File: src/include/tbs_pkg.sv
// Constants and carrier types for the token bus MAC status register bank.
// Assumes one clock domain; all MAC status inputs come from logic on aclk.
package tbs_pkg;
    localparam logic [7:0] TBS_ADDR_STATUS = 8'h00;
    localparam logic [7:0] TBS_ADDR_CTRL = 8'h04;
    localparam logic [7:0] TBS_ADDR_ACK = 8'h08;
    localparam int TBS_BIT_OFFLINE = 0;
    localparam int TBS_BIT_LISTEN = 2;
    localparam int TBS_BIT_NOT_HOLD = 3;
    localparam int TBS_BIT_HOLD = 4;
    localparam int TBS_BIT_REQ_EMPTY = 5;
    localparam int TBS_BIT_BUS_LOCK = 6;
    localparam int TBS_BIT_LIST_LOCK = 7;
    localparam int TBS_BIT_RX_ON = 8;
    localparam int TBS_BIT_FIFO_DIR = 9;
    localparam int TBS_BIT_LOCK_WINNER = 11;
    localparam int TBS_BIT_RING_POLL = 12;
    localparam int TBS_BIT_CONF_IND = 13;
    localparam int TBS_BIT_RX_OVERRUN = 14;
    localparam int TBS_BIT_FIFO_FAULT = 15;
    localparam int TBS_BIT_BAD_LEN = 16;
    localparam int TBS_BIT_TIMER_ROLE = 17;
    localparam int TBS_BIT_BLOCK_PRIO = 18;
    localparam int TBS_BIT_IDLE_LO = 19;
    localparam int TBS_BIT_STATION_LO = 21;
    localparam int TBS_BIT_REV_LO = 24;
    localparam int TBS_BIT_ACK_FLAGS = 1;
    localparam int TBS_BIT_CTRL_LOCK = 0;
    localparam logic [31:0] TBS_STATUS_RESET = 32'h0000_0000;
    localparam logic TBS_LOCK_RESET = 1'b0;
    localparam logic [8:0] TBS_LEN_LIMIT = 9'h100;
    localparam logic [2:0] TBS_STN_PASSIVE = 3'h0;
    localparam logic [2:0] TBS_STN_READY = 3'h2;
    localparam logic [2:0] TBS_STN_ACTIVE = 3'h3;
    localparam logic [1:0] TBS_IDLE_SYNC = 2'h0;
    localparam logic [1:0] TBS_IDLE_READY = 2'h1;
    localparam logic [1:0] TBS_IDLE_FIRST = 2'h2;
    localparam logic [1:0] TBS_IDLE_SECOND = 2'h3;
    localparam logic [1:0] TBS_RESP_OKAY = 2'h0;
    localparam logic [1:0] TBS_RESP_DECERR = 2'h3;

    typedef struct packed {
        logic offline;
        logic listen_token;
        logic not_hold_token;
        logic hold_token;
        logic req_empty;
        logic bus_lock;
        logic receiver_on;
        logic fifo_direction;
        logic dual_port_mode;
        logic lock_conflict;
        logic local_lock_first;
        logic ring_poll_request_held;
        logic conf_ind_held;
        logic timer_role;
        logic current_block_priority;
        logic [1:0] idle_select;
        logic [2:0] station_kind;
    } tbs_mac_state_t;

    typedef struct packed {
        logic new_frame;
        logic transfer_busy;
        logic fifo_underrun;
        logic fifo_overrun;
        logic req_check;
        logic [7:0] header_len;
        logic [7:0] payload_len;
    } tbs_mac_event_t;
endpackage

File: src/verilog/tbs_status_regs.sv
// Status register bank for the token bus MAC, reached over AXI4-Lite.
// Assumes MAC state and event inputs are synchronous to aclk.
//
// The implementer's own choices: the AXI4-Lite interface to the registers and the register addresses.
`timescale 1ns/1ns
module tbs_status_regs
    import tbs_pkg::*;
#(
    parameter int ADDR_W = 8,
    parameter logic [7:0] REVISION = 8'hA5 // Arbitrary value
)(
    input wire logic aclk,
    input wire logic aresetn,
    input wire logic [ADDR_W-1:0] s_axi_awaddr,
    input wire logic s_axi_awvalid,
    output logic s_axi_awready,
    input wire logic [31:0] s_axi_wdata,
    input wire logic [3:0] s_axi_wstrb,
    input wire logic s_axi_wvalid,
    output logic s_axi_wready,
    output logic [1:0] s_axi_bresp,
    output logic s_axi_bvalid,
    input wire logic s_axi_bready,
    input wire logic [ADDR_W-1:0] s_axi_araddr,
    input wire logic s_axi_arvalid,
    output logic s_axi_arready,
    output logic [31:0] s_axi_rdata,
    output logic [1:0] s_axi_rresp,
    output logic s_axi_rvalid,
    input wire logic s_axi_rready,
    input wire tbs_mac_state_t mac_state,
    input wire tbs_mac_event_t mac_event,
    output logic list_service_en,
    output logic rx_active,
    output logic tx_len_invalid,
    output logic [7:0] tx_payload_len
);
    // Refused at elaboration: the map needs four address bits and the bus carries 32
    if (ADDR_W < 4 || ADDR_W > 32)
    begin : g_bad_addr_w
        $error("ADDR_W must lie between 4 and 32");
    end

    logic awready_reg, wready_reg, bvalid_reg, arready_reg, rvalid_reg;
    logic aw_have_reg, w_have_reg;
    logic [7:0] waddr_reg;
    logic [31:0] wdata_reg;
    logic [3:0] wstrb_reg;
    logic [1:0] bresp_reg, rresp_reg;
    logic [31:0] rdata_reg;
    logic [31:0] status_reg;
    logic list_lock_reg;
    logic flag_clear;
    logic fifo_fault_reg, rx_overrun_reg, bad_len_reg;
    logic service_reg, rx_active_reg, tx_invalid_reg;
    logic [7:0] tx_len_reg;
    logic wr_fire;
    logic [8:0] req_sum;

    assign wr_fire = aw_have_reg && w_have_reg && !bvalid_reg;
    assign req_sum = {1'b0, mac_event.header_len} + {1'b0, mac_event.payload_len};
    // Only the flag clear bit matters; other acknowledge bits belong elsewhere
    assign flag_clear = wr_fire && waddr_reg == TBS_ADDR_ACK && wstrb_reg[0] && wdata_reg[TBS_BIT_ACK_FLAGS];

    // Write channel: address and data taken in either order, answer after both
    always_ff @(posedge aclk)
    begin
        if (!aresetn)
        begin
            awready_reg <= 1'b1;
            wready_reg <= 1'b1;
            aw_have_reg <= 1'b0;
            w_have_reg <= 1'b0;
            bvalid_reg <= 1'b0;
            bresp_reg <= TBS_RESP_OKAY;
            waddr_reg <= 8'h00;
            wdata_reg <= 32'h0000_0000;
            wstrb_reg <= 4'h0;
        end
        else
        begin
            if (s_axi_awvalid && awready_reg)
            begin
                awready_reg <= 1'b0;
                aw_have_reg <= 1'b1;
                waddr_reg <= 8'(s_axi_awaddr) & 8'hFC;
            end
            if (s_axi_wvalid && wready_reg)
            begin
                wready_reg <= 1'b0;
                w_have_reg <= 1'b1;
                wdata_reg <= s_axi_wdata;
                wstrb_reg <= s_axi_wstrb;
            end
            if (wr_fire)
            begin
                bvalid_reg <= 1'b1;
                aw_have_reg <= 1'b0;
                w_have_reg <= 1'b0;
                // Status writes are accepted and dropped
                if (waddr_reg == TBS_ADDR_STATUS || waddr_reg == TBS_ADDR_CTRL || waddr_reg == TBS_ADDR_ACK)
                    bresp_reg <= TBS_RESP_OKAY;
                else
                    bresp_reg <= TBS_RESP_DECERR;
            end
            if (bvalid_reg && s_axi_bready)
            begin
                bvalid_reg <= 1'b0;
                awready_reg <= 1'b1;
                wready_reg <= 1'b1;
            end
        end
    end

    // Read channel: one read at a time, answer one cycle after the address
    always_ff @(posedge aclk)
    begin
        if (!aresetn)
        begin
            arready_reg <= 1'b1;
            rvalid_reg <= 1'b0;
            rdata_reg <= 32'h0000_0000;
            rresp_reg <= TBS_RESP_OKAY;
        end
        else if (s_axi_arvalid && arready_reg)
        begin
            arready_reg <= 1'b0;
            rvalid_reg <= 1'b1;
            rresp_reg <= TBS_RESP_OKAY;
            unique case (8'(s_axi_araddr) & 8'hFC)
                TBS_ADDR_STATUS: rdata_reg <= status_reg;
                TBS_ADDR_CTRL: rdata_reg <= {31'h0000_0000, list_lock_reg};
                TBS_ADDR_ACK: rdata_reg <= 32'h0000_0000;
                default:
                begin
                    rdata_reg <= 32'h0000_0000;
                    rresp_reg <= TBS_RESP_DECERR;
                end
            endcase
        end
        else if (rvalid_reg && s_axi_rready)
        begin
            rvalid_reg <= 1'b0;
            arready_reg <= 1'b1;
        end
    end

    // Request list lock, written by software
    always_ff @(posedge aclk)
    begin
        if (!aresetn)
            list_lock_reg <= TBS_LOCK_RESET;
        else if (wr_fire && waddr_reg == TBS_ADDR_CTRL && wstrb_reg[0])
            list_lock_reg <= wdata_reg[TBS_BIT_CTRL_LOCK];
    end

    // Lock only stops new list fetches; a block already running is not aborted
    always_ff @(posedge aclk)
    begin
        if (!aresetn)
        begin
            service_reg <= 1'b0;
            rx_active_reg <= 1'b0;
        end
        else
        begin
            service_reg <= !list_lock_reg;
            rx_active_reg <= mac_state.fifo_direction && mac_state.receiver_on;
        end
    end

    // Sticky error flags; a new event in the clearing cycle wins
    always_ff @(posedge aclk)
    begin
        if (!aresetn)
        begin
            fifo_fault_reg <= 1'b0;
            rx_overrun_reg <= 1'b0;
            bad_len_reg <= 1'b0;
        end
        else
        begin
            if ((mac_event.fifo_underrun && !mac_state.fifo_direction)
                || (mac_event.fifo_overrun && mac_state.fifo_direction))
                fifo_fault_reg <= 1'b1;
            else if (flag_clear)
                fifo_fault_reg <= 1'b0;
            if (mac_event.new_frame && mac_event.transfer_busy)
                rx_overrun_reg <= 1'b1;
            else if (flag_clear)
                rx_overrun_reg <= 1'b0;
            if (mac_event.req_check && req_sum >= TBS_LEN_LIMIT)
                bad_len_reg <= 1'b1;
            else if (flag_clear)
                bad_len_reg <= 1'b0;
        end
    end

    // Transmit length for each checked request
    always_ff @(posedge aclk)
    begin
        if (!aresetn)
        begin
            tx_invalid_reg <= 1'b0;
            tx_len_reg <= 8'h00;
        end
        else if (mac_event.req_check)
        begin
            tx_invalid_reg <= req_sum >= TBS_LEN_LIMIT;
            tx_len_reg <= (req_sum >= TBS_LEN_LIMIT) ? 8'h00 : mac_event.payload_len;
        end
    end

    // Live status snapshot, refreshed every cycle
    always_ff @(posedge aclk)
    begin
        if (!aresetn)
            status_reg <= TBS_STATUS_RESET;
        else
        begin
            status_reg <= TBS_STATUS_RESET;
            status_reg[TBS_BIT_OFFLINE] <= mac_state.offline;
            status_reg[TBS_BIT_LISTEN] <= mac_state.listen_token;
            status_reg[TBS_BIT_NOT_HOLD] <= mac_state.not_hold_token;
            status_reg[TBS_BIT_HOLD] <= mac_state.hold_token;
            status_reg[TBS_BIT_REQ_EMPTY] <= mac_state.req_empty;
            status_reg[TBS_BIT_BUS_LOCK] <= mac_state.bus_lock;
            status_reg[TBS_BIT_LIST_LOCK] <= list_lock_reg;
            status_reg[TBS_BIT_RX_ON] <= mac_state.receiver_on;
            status_reg[TBS_BIT_FIFO_DIR] <= mac_state.fifo_direction;
            // Shared memory mode forces zero
            status_reg[TBS_BIT_LOCK_WINNER] <= mac_state.dual_port_mode && mac_state.lock_conflict
                && mac_state.local_lock_first;
            status_reg[TBS_BIT_RING_POLL] <= mac_state.ring_poll_request_held;
            status_reg[TBS_BIT_CONF_IND] <= mac_state.conf_ind_held;
            status_reg[TBS_BIT_RX_OVERRUN] <= rx_overrun_reg;
            status_reg[TBS_BIT_FIFO_FAULT] <= fifo_fault_reg;
            status_reg[TBS_BIT_BAD_LEN] <= bad_len_reg;
            status_reg[TBS_BIT_TIMER_ROLE] <= mac_state.timer_role;
            status_reg[TBS_BIT_BLOCK_PRIO] <= mac_state.current_block_priority;
            status_reg[TBS_BIT_IDLE_LO +: 2] <= mac_state.idle_select;
            status_reg[TBS_BIT_STATION_LO +: 3] <= mac_state.station_kind;
            status_reg[TBS_BIT_REV_LO +: 8] <= REVISION;
        end
    end

    assign s_axi_awready = awready_reg;
    assign s_axi_wready = wready_reg;
    assign s_axi_bvalid = bvalid_reg;
    assign s_axi_bresp = bresp_reg;
    assign s_axi_arready = arready_reg;
    assign s_axi_rvalid = rvalid_reg;
    assign s_axi_rdata = rdata_reg;
    assign s_axi_rresp = rresp_reg;
    assign list_service_en = service_reg;
    assign rx_active = rx_active_reg;
    assign tx_len_invalid = tx_invalid_reg;
    assign tx_payload_len = tx_len_reg;

    property p_status_live;
        @(posedge aclk) disable iff (!aresetn)
        $past(aresetn) |-> status_reg[TBS_BIT_HOLD] == $past(mac_state.hold_token)
            && status_reg[TBS_BIT_REV_LO +: 8] == REVISION;
    endproperty
    a_status_live: assert property (p_status_live) else $error("status word not live");

    property p_lock_service;
        @(posedge aclk) disable iff (!aresetn)
        $past(aresetn) |-> list_service_en == !$past(list_lock_reg)
            && status_reg[TBS_BIT_LIST_LOCK] == $past(list_lock_reg);
    endproperty
    a_lock_service: assert property (p_lock_service) else $error("list service does not follow lock");

    property p_rx_bits;
        @(posedge aclk) disable iff (!aresetn)
        $past(aresetn) |-> status_reg[TBS_BIT_RX_ON] == $past(mac_state.receiver_on)
            && status_reg[TBS_BIT_FIFO_DIR] == $past(mac_state.fifo_direction);
    endproperty
    a_rx_bits: assert property (p_rx_bits) else $error("receiver bits wrong");

    property p_rx_active;
        @(posedge aclk) disable iff (!aresetn)
        $past(aresetn) |-> rx_active == (status_reg[TBS_BIT_RX_ON] && status_reg[TBS_BIT_FIFO_DIR]);
    endproperty
    a_rx_active: assert property (p_rx_active) else $error("receive activity wrong");

    property p_shared_winner;
        @(posedge aclk) disable iff (!aresetn)
        !mac_state.dual_port_mode ##1 1'b1 |-> !status_reg[TBS_BIT_LOCK_WINNER];
    endproperty
    a_shared_winner: assert property (p_shared_winner) else $error("lock winner set in shared mode");

    property p_overrun_set;
        @(posedge aclk) disable iff (!aresetn)
        mac_event.new_frame && mac_event.transfer_busy |-> ##2 status_reg[TBS_BIT_RX_OVERRUN];
    endproperty
    a_overrun_set: assert property (p_overrun_set) else $error("frame overrun missed");

    property p_fault_tx;
        @(posedge aclk) disable iff (!aresetn)
        mac_event.fifo_underrun && !mac_state.fifo_direction |=> fifo_fault_reg;
    endproperty
    a_fault_tx: assert property (p_fault_tx) else $error("underrun not flagged");

    property p_fault_rx;
        @(posedge aclk) disable iff (!aresetn)
        mac_event.fifo_overrun && mac_state.fifo_direction |=> fifo_fault_reg;
    endproperty
    a_fault_rx: assert property (p_fault_rx) else $error("overrun not flagged");

    property p_sticky;
        @(posedge aclk) disable iff (!aresetn)
        bad_len_reg && !flag_clear |=> bad_len_reg;
    endproperty
    a_sticky: assert property (p_sticky) else $error("length flag dropped without clear");

    property p_bad_len;
        @(posedge aclk) disable iff (!aresetn)
        mac_event.req_check && req_sum >= TBS_LEN_LIMIT |=> bad_len_reg && tx_len_invalid
            && tx_payload_len == 8'h00;
    endproperty
    a_bad_len: assert property (p_bad_len) else $error("invalid length not handled");
endmodule
File: config.mk
export PLATFORM = sky130hd
export DESIGN_NAME = tbs_status_regs
export DESIGN_NICKNAME = d
export VERILOG_FILES = /design/src/include/tbs_pkg.sv /design/src/verilog/tbs_status_regs.sv
export SDC_FILE = /design/constraint.sdc
export NUM_CORES = 1
export LEC_CHECK = 0
export BUFFER_PORTS_ARGS = -buffer_cell sky130_fd_sc_hd__buf_2
export CORE_AREA = 3 3 89 91
export DETAILED_ROUTE_END_ITERATION = 8
export DIE_AREA = 0 0 92 94
export PLACE_DENSITY = 0.76
export SYNTH_ARGS = -nofsm -noshare
export SYNTH_HDL_FRONTEND = slang
export SYNTH_SLANG_ARGS = --single-unit
File: constraint.sdc
create_clock -name aclk -period 1.65 [get_ports aclk]
set_clock_uncertainty 0.05 [all_clocks]
set_input_delay 0.33 -clock aclk [delete_from_list [all_inputs] [get_ports aclk]]
set_output_delay 0.33 -clock aclk [all_outputs]
set_load 0.01 [all_outputs]
==> impl_metrics.toml, run 1 <==
[sta]
max_clock_freq_ghz = 0.6598
slew_viol_final = 0
rsz0062_at_grt = "false"
hold_violations = 0
min_period_ns = 1.516
post-route-period-util = 0.9186
worst_slack_ns = 0.1343
setup_viol = 0

[route]
detail-route-antenna-nets = 0
routedWlPerCell_um = 12.17
firstDrtPassIters = 4
drt_iter0_drc = 31
wirelength_mm = 5.876
num_vias = 2207
viasPerCell = 4.569
drc_errors = 0

[setup_path]
r2r-start = "waddr_reg[7]$_SDFFE_PN0P_"
path_buf_inv = 2
path_cells = "buf_2 -> ha_1 -> a311o_1 -> a21oi_2 -> a221oi_2 -> buf_4 -> nor3b_1"
rrSetupSlack_ns = 0.14
crit_arrival_ns = 1.72
crit_path_start_kind = "input pin"
worstPathRequired_ns = 1.86
crit_slowest_cell = "a311o_1"
cp_max_fo = 8
end_kind = "register"
critical_path_class = "in2reg"
ff2ff_path_depth = 4
slowest_delay_ns = 0.37
timing.rr.end = "list_lock_reg$_SDFFE_PN0P_"
path_delay_family = "compound AO/OA/AOI/OAI gates"

[logic_synthesis]
synthMuxAreaShare = 0.03484
synth_area_leaders = "dfxtp_1, a22o_2, and2_1"
synth_top_area_cell = "dfxtp_1"
synth_warnings = 0
synth-xor-area-share = 0
ys_top_cells_by_count = "dfxtp_1, nand2_1, a22o_2, and2_1"
ys_ff_latch = 79
ys_types = 38
synth_area_per_cell_um2 = 10.76
synth_edf_count = 0
synth_top_family_by_area = "compound AO/OA/AOI/OAI gates"
yosysSeqAreaShare = 0.5505
synth_compound_area_frac = 0.1625
synthArstFlopShare = 0
synth_fa_ha_area_frac = 0.03049
synthMostInstantiatedCell = "dfxtp_1"
synth_ff_type = "dfxtp_1"
postSynthCellCount = 267
synth_top_area_share = 0.5505
syn-cell-area_um2 = 2873
yosys.area_share.simple = 0.1603

[clock_tree]
clock_sinks = 79
postCtsResizedCells = 0
clk_pin_slew_ns = 0.08
clkLatencyLatePin_ns = 0.34
cts-root-buf = "clkbuf_8"
postCtsSetupBuffers = 0
cts_tree = "done"
numCtsBuffers = 9
hold_buffers = 0
cts_max_level = 3
cts_buffer_depth = 2

[placed_design]
place_area_um2 = 3512
dp_slack_ns = -0.3084
hpwl_mm = 4.374
gp_congestion = 0.7833
io_buffers = 108

[grt]
grtUsageTotal = 0.1383
antenna_found_initial = 0
grt_start_max_net_pins = 37
grt_pass1_vias = 2069
grt_overflow = 0
grt_pass1_wl_mm = 9.439

[power]
vdd_drop_max_mv = 0.4599
p_leak_nw = 1.776
power.density_nw_per_um2 = 1006
power_mw = 3.733

[floorplanning]
core-area_um2 = 7214
start_util = 0.3982
io_pins = 152
die_x_um = 92
rows = 31
die_area_um2 = 8648
dieHeight_um = 94

[min_path]
holdPathStages = 2
min_from = "mac_state[19]"
min_to = "status_reg[0]$_SDFF_PN0_"
hold_class = "in2reg"

[finish]
fin_util = 0.5142
areaGrowthSynthToFinish_pct = 29.14
final_cell_area_um2 = 3710
fin_nets = 486
antennaDiodeCount = 0
layout-drive-gt1-share = 0.4167

[run]
maxCapViolCount = 0

[outcome]
status = "completed"
## cell usage in the layout (no fill, tap or decap), drive strengths merged, types with 2 or more instances in the layout
cell and count:
nand2b 3, dfxtp 79, inv 7, nand3 11, nor4 2, buf 120
nor3b 9, clkinvlp 2, a22o 22, clkbuf 12, conb 6, ha 7
nor2 3, mux2i 10, a21oi 7, and2 20, clkinv 2, o21ai 8
o21a 4, nor2b 3, nand2 23, a21boi 11
## worst reg2reg max path: stages, from the launching register on
cell and delay, ns:
dfxtp_1 0.32, nor4_1 0.40, nand3_1 0.16, nor3b_1 0.30, mux2i_1 0.21
## final cells by class
class | count | area, um2
fill | 691 | 3505
sequential | 79 | 1582
multi-input combinational | 162 | 1141
timing repair buffer | 120 | 643.1
clock buffer | 12 | 165.2
tap | 99 | 123.9
clock inverter | 4 | 28.78
inverter | 7 | 26.28
## cell families (layout without fill, tap and decap cells)
kind of cell	Yosys count	in the layout
flip-flops	79	79
AND/OR/NAND/NOR	80	80
buffers and inverters	31	143
adder cells (fa/ha/maj)	7	7
AO/OA/AOI/OAI	59	59
multiplexers	10	10
other	1	6
## report_power, final
part / total [mW] / switching (mW) / internal, mW
registers: 2.03 / 0.0396 / 1.99
clock network: 1.35 / 0.682 / 0.670
logic: 0.353 / 0.177 / 0.176
## routing by layer
layer | GRT usage | part of all wire | up-vias
li1 | - | - | 1140
met5 | 0 | 0 | -
met3 | 0.04006 | 0.073 | 7
met1 | 0.1680 | 0.45 | 985
met2 | 0.2251 | 0.46 | 75
met4 | 0.06683 | 0.012 | 0
## how the worst max path moves through the flow
stage                            start  slack, ns  cells after the start                              to
after floorplan           mac_event[1]       0.07                      5  tx_payload_len[0]$_SDFFE_PN0P_
after global placement    mac_event[1]      -0.25                      7  tx_payload_len[2]$_SDFFE_PN0P_
after detailed placement  mac_event[1]      -0.31                      7  tx_payload_len[3]$_SDFFE_PN0P_
after CTS                 mac_event[1]       0.07                      7  tx_payload_len[3]$_SDFFE_PN0P_
after global routing      mac_event[1]       0.02                      7  tx_payload_len[5]$_SDFFE_PN0P_
final                     mac_event[1]       0.13                      7  tx_payload_len[5]$_SDFFE_PN0P_
## stage by stage
step,TNS [ns],hold WS [ns],cells
finish,0,0.1421,483
global route,0,0.1217,483
CTS,0,0.1188,483
detailed placement,-2.584,0.3634,467
global placement,-2.159,0.3580,467
floorplan,0,0.3077,272
No activity file was read; power rests on OpenSTA's default activity.
==> run 2: changes to the inputs <==
ABC_AREA = 0   (was unset)
RECOVER_POWER = 100   (was unset)
==> impl_metrics.toml, run 2 (synthesis gave the netlist of run 1 again) <==
[floorplanning]
dieHeight_um = 94
die_area_um2 = 8648
start_util = 0.3982
io_pins = 152
core-area_um2 = 7214
rows = 31
die_x_um = 92

[setup_path]
crit_slowest_cell = "a311o_1"
path_cells = "clkbuf_1 -> ha_1 -> a311o_1 -> a21oi_2 -> a221oi_1 -> buf_4 -> nor3b_1"
crit_arrival_ns = 1.71
path_delay_family = "compound AO/OA/AOI/OAI gates"
path_buf_inv = 2
timing.rr.end = "list_lock_reg$_SDFFE_PN0P_"
ff2ff_path_depth = 4
cp_max_fo = 8
end_kind = "register"
worstPathRequired_ns = 1.86
r2r-start = "waddr_reg[7]$_SDFFE_PN0P_"
crit_path_start_kind = "input pin"
slowest_delay_ns = 0.37
critical_path_class = "in2reg"
rrSetupSlack_ns = 0.15

[sta]
hold_violations = 0
max_clock_freq_ghz = 0.6642
rsz0062_at_grt = "false"
min_period_ns = 1.505
post-route-period-util = 0.9124
slew_viol_final = 0
setup_viol = 0
slew_headroom = 0.6139
worst_pin_slew_ns = 0.5792
totalNegativeSetupSlack_ns = 0
whs_ns = 0.1387
worst_slack_ns = 0.1445

[clock_tree]
cts_tree = "done"
postCtsResizedCells = 0
cts_max_level = 3
cts_buffer_depth = 2
clock_sinks = 79
hold_buffers = 0
postCtsSetupBuffers = 0
clkLatencyLatePin_ns = 0.34
numCtsBuffers = 9
clk_pin_slew_ns = 0.08
cts-root-buf = "clkbuf_8"

[min_path]
min_to = "status_reg[12]$_SDFF_PN0_"
min_from = "mac_state[8]"
hold_class = "in2reg"
holdPathStages = 2

[power]
power_mw = 3.724
power.density_nw_per_um2 = 1027
vdd_drop_max_mv = 0.4591
p_leak_nw = 1.567

[finish]
final_cells = 483
final_cell_area_um2 = 3627
fin_nets = 486
fin_util = 0.5028
layout-drive-gt1-share = 0.2839
layout_common_cells = "dfxtp_1, buf_2, clkbuf_1"
n_fill_cell = 726
layout_commonest_cell = "dfxtp_1"
areaGrowthSynthToFinish_pct = 26.26
antennaDiodeCount = 0

[placed_design]
gp_congestion = 0.7833
place_area_um2 = 3512
dp_slack_ns = -0.3084
io_buffers = 108
hpwl_mm = 4.374
place_inst = 467

[route]
routedWlPerCell_um = 12.32
drt_iter0_drc = 36
firstDrtPassIters = 4
num_vias = 2232
drc_errors = 0
wirelength_mm = 5.951
viasPerCell = 4.621
detail-route-antenna-nets = 0

[grt]
grt_pass1_wl_mm = 9.439
antenna_found_initial = 0
use_met3 = 0.04006
grt_start_max_net_pins = 37
grt_use_met2 = 0.2251
grtUsageTotal = 0.1383
grt_overflow = 0
use_met1 = 0.1680
grt-busiest-layer = "met2"
grt_pass1_vias = 2069

[run]
maxCapViolCount = 0

[outcome]
status = "completed"
[run 2: changes by cell type in the layout (fill, tap and decap cells not counted)]
cell | previous run | this run
clkbuf_1 | 0 | 50
buf_2 | 108 | 59
and2_0 | 1 | 6
and2_1 | 19 | 14
buf_4 | 11 | 9
a221oi_1 | 0 | 1
a221oi_2 | 1 | 0
clkbuf_2 | 0 | 1
nor4b_2 | 0 | 1
nor4b_4 | 1 | 0
[run 2: area by class of cell]
cell class | count | area (um2) | area share
clock buffers | 12 | 165.2 | 0.04553
clock inverters | 4 | 28.78 | 0.007934
inverters | 7 | 26.28 | 0.007244
multi-input cells | 162 | 1126 | 0.3105
flip-flops and latches | 79 | 1582 | 0.4360
well taps | 99 | 123.9 | 0.03415
repair buffers | 120 | 575.6 | 0.1587
[run 2: worst max path at each step]
stage                       from                              to  slack, ns  depth (start not counted)
floorplan           mac_event[1]  tx_payload_len[0]$_SDFFE_PN0P_       0.07                          5
global placement    mac_event[1]  tx_payload_len[2]$_SDFFE_PN0P_      -0.25                          7
detailed placement  mac_event[1]  tx_payload_len[3]$_SDFFE_PN0P_      -0.31                          7
CTS                 mac_event[1]  tx_payload_len[3]$_SDFFE_PN0P_       0.07                          7
global route        mac_event[1]  tx_payload_len[5]$_SDFFE_PN0P_       0.02                          7
finish              mac_event[1]  tx_payload_len[5]$_SDFFE_PN0P_       0.14                          7
[run 2: metal layers]
layer	vias up	wire, um
met2	74	2651
met4	0	98
met3	10	431
met5	-	0
met1	1009	2770
li1	1139	-
[run 2: power by group]
| part | switching [mW] | internal [mW] |
|---|---|---|
| Sequential | 0.0405 | 1.99 |
| Combinational | 0.174 | 0.163 |
| Clock | 0.689 | 0.670 |
==> run 3: changes to the inputs <==
==> constraint.sdc (replaced) <==
create_clock -name aclk -period 1.3 [get_ports aclk]
set_clock_uncertainty 0.05 [all_clocks]
set_input_delay 0.26 -clock aclk [delete_from_list [all_inputs] [get_ports aclk]]
set_output_delay 0.26 -clock aclk [all_outputs]
set_load 0.05 [all_outputs]
==> impl_metrics.toml, run 3 (synthesis gave the netlist of run 1 again) <==
[setup_path]
crit_arrival_ns = 1.61
end_kind = "register"
slowest_delay_ns = 0.37
crit_slowest_cell = "dfxtp_1"
cp_max_fo = 22
worstPathRequired_ns = 1.53
crit_path_start_kind = "register"
path_delay_family = "simple AND/OR/NAND/NOR gates"
critical_path_class = "reg2reg"
path_cells = "and2_4 -> nand2_4 -> nor4b_4 -> buf_12 -> a22o_2"
path_buf_inv = 1

[route]
num_vias = 2298
drt_iter0_drc = 30
drc_errors = 0
wirelength_mm = 6.422
firstDrtPassIters = 4
detail-route-antenna-nets = 0
routedWlPerCell_um = 13.13
viasPerCell = 4.699

[clock_tree]
clock_sinks = 79
cts_max_level = 3
numCtsBuffers = 9
clk_pin_slew_ns = 0.09
cts_tree = "done"
hold_buffers = 0
cts-root-buf = "clkbuf_8"
cts_buffer_depth = 2
clkLatencyLatePin_ns = 0.35

[sta]
worst_slack_ns = -0.07524
slew_viol_final = 0
whs_ns = 0.06602
min_period_ns = 1.375
setup_viol = 27
post-route-period-util = 1.058
max_clock_freq_ghz = 0.7271
rsz0062_at_grt = "true"
totalNegativeSetupSlack_ns = -1.524
hold_violations = 0

[floorplanning]
die_x_um = 92
rows = 31
die_area_um2 = 8648
io_pins = 152
core-area_um2 = 7214
dieHeight_um = 94
start_util = 0.3982

[min_path]
hold_class = "in2reg"

[placed_design]
gp_congestion = 0.7439
dp_slack_ns = -0.3658
io_buffers = 108
hpwl_mm = 4.685

[finish]
layout-drive-gt1-share = 0.4974
layout_commonest_cell = "dfxtp_1"
areaGrowthSynthToFinish_pct = 42.20
layout_common_cells = "dfxtp_1, buf_2, clkbuf_4"
n_fill_cell = 642
fin_util = 0.5663
fin_nets = 492
antennaDiodeCount = 0

[outcome]
status = "finished with violations"
failed_checks = "negative setup slack"

[grt]
antenna_found_initial = 0
grtUsageTotal = 0.1497
grt_overflow = 0
grt_pass1_wl_mm = 10.25
grt_start_max_net_pins = 25
grt_pass1_vias = 2320

[run]
maxCapViolCount = 0

[power]
power_mw = 5.013
p_leak_nw = 1.859
vdd_drop_max_mv = 0.5888
power.density_nw_per_um2 = 1227
[run 3: cell type report]
| class | instances | area (um2) | share of cell area |
|---|---|---|---|
| multi-input combinational | 162 | 1330 | 0.3256 |
| clock buffer | 10 | 137.6 | 0.03369 |
| inverter | 7 | 26.28 | 0.006432 |
| tap | 99 | 123.9 | 0.03032 |
| timing repair buffer | 126 | 825.8 | 0.2021 |
| sequential | 79 | 1592 | 0.3896 |
| clock inverter | 6 | 50.05 | 0.01225 |
[run 3: power breakdown]
| group | total [mW] | leakage [nW] | switching (mW) | internal [mW] |
|---|---|---|---|---|
| Clock | 1.69 | 0.0952 | 0.920 | 0.772 |
| Sequential | 2.59 | 0.650 | 0.0608 | 2.52 |
| Combinational | 0.736 | 1.11 | 0.427 | 0.308 |
[run 3: worst register-to-register path, cell delays in order, from the launching register on]
cell	delay [ns]
dfxtp_1	0.37
and2_4	0.18
nand2_4	0.05
nor4b_4	0.33
buf_12	0.20
a22o_2	0.14
[run 3: path summary, 6_finish.rpt]
kind	startpoint	depth (start not counted)	slack (ns)	end
worst max-delay path	s_axi_arready$_SDFFE_PN1P_	5	-0.08	s_axi_rdata[29]$_SDFFE_PN0P_
worst min-delay path	mac_state[0]	2	0.07	status_reg[21]$_SDFF_PN0_
worst min register to register	fifo_fault_reg$_SDFFE_PN0P_	2	0.38	status_reg[15]$_SDFF_PN0_
worst max register to register	s_axi_arready$_SDFFE_PN1P_	5	-0.08	s_axi_rdata[29]$_SDFFE_PN0P_
[run 3: layer usage]
| metal | up-vias | GRT usage | wire length, um | share of wire |
|---|---|---|---|---|
| met5 | - | 0 | 0 | 0 |
| met1 | 1061 | 0.1688 | 2738 | 0.43 |
| met3 | 6 | 0.04808 | 421 | 0.066 |
| li1 | 1152 | - | - | - |
| met2 | 79 | 0.2609 | 3194 | 0.50 |
| met4 | 0 | 0.06188 | 68 | 0.011 |
[run 3: timing repair]
| action | 4_1_cts | 5_1_grt |
|---|---|---|
| resized for setup | 15 | 69 |
| setup endpoints to repair | 37 | 70 |
| endpoints found under the hold margin | 0 | 0 |
| pin swaps | 4 | 10 |
| buffers inserted | 0 | 4 |
[run 3: per-stage QoR]
stage | instance area [um2] | cells
global placement | 3630 | 469
floorplan | 2982 | 272
detailed placement | 3630 | 469
global route | 4085 | 489
CTS | 3867 | 485
finish | 4085 | 489
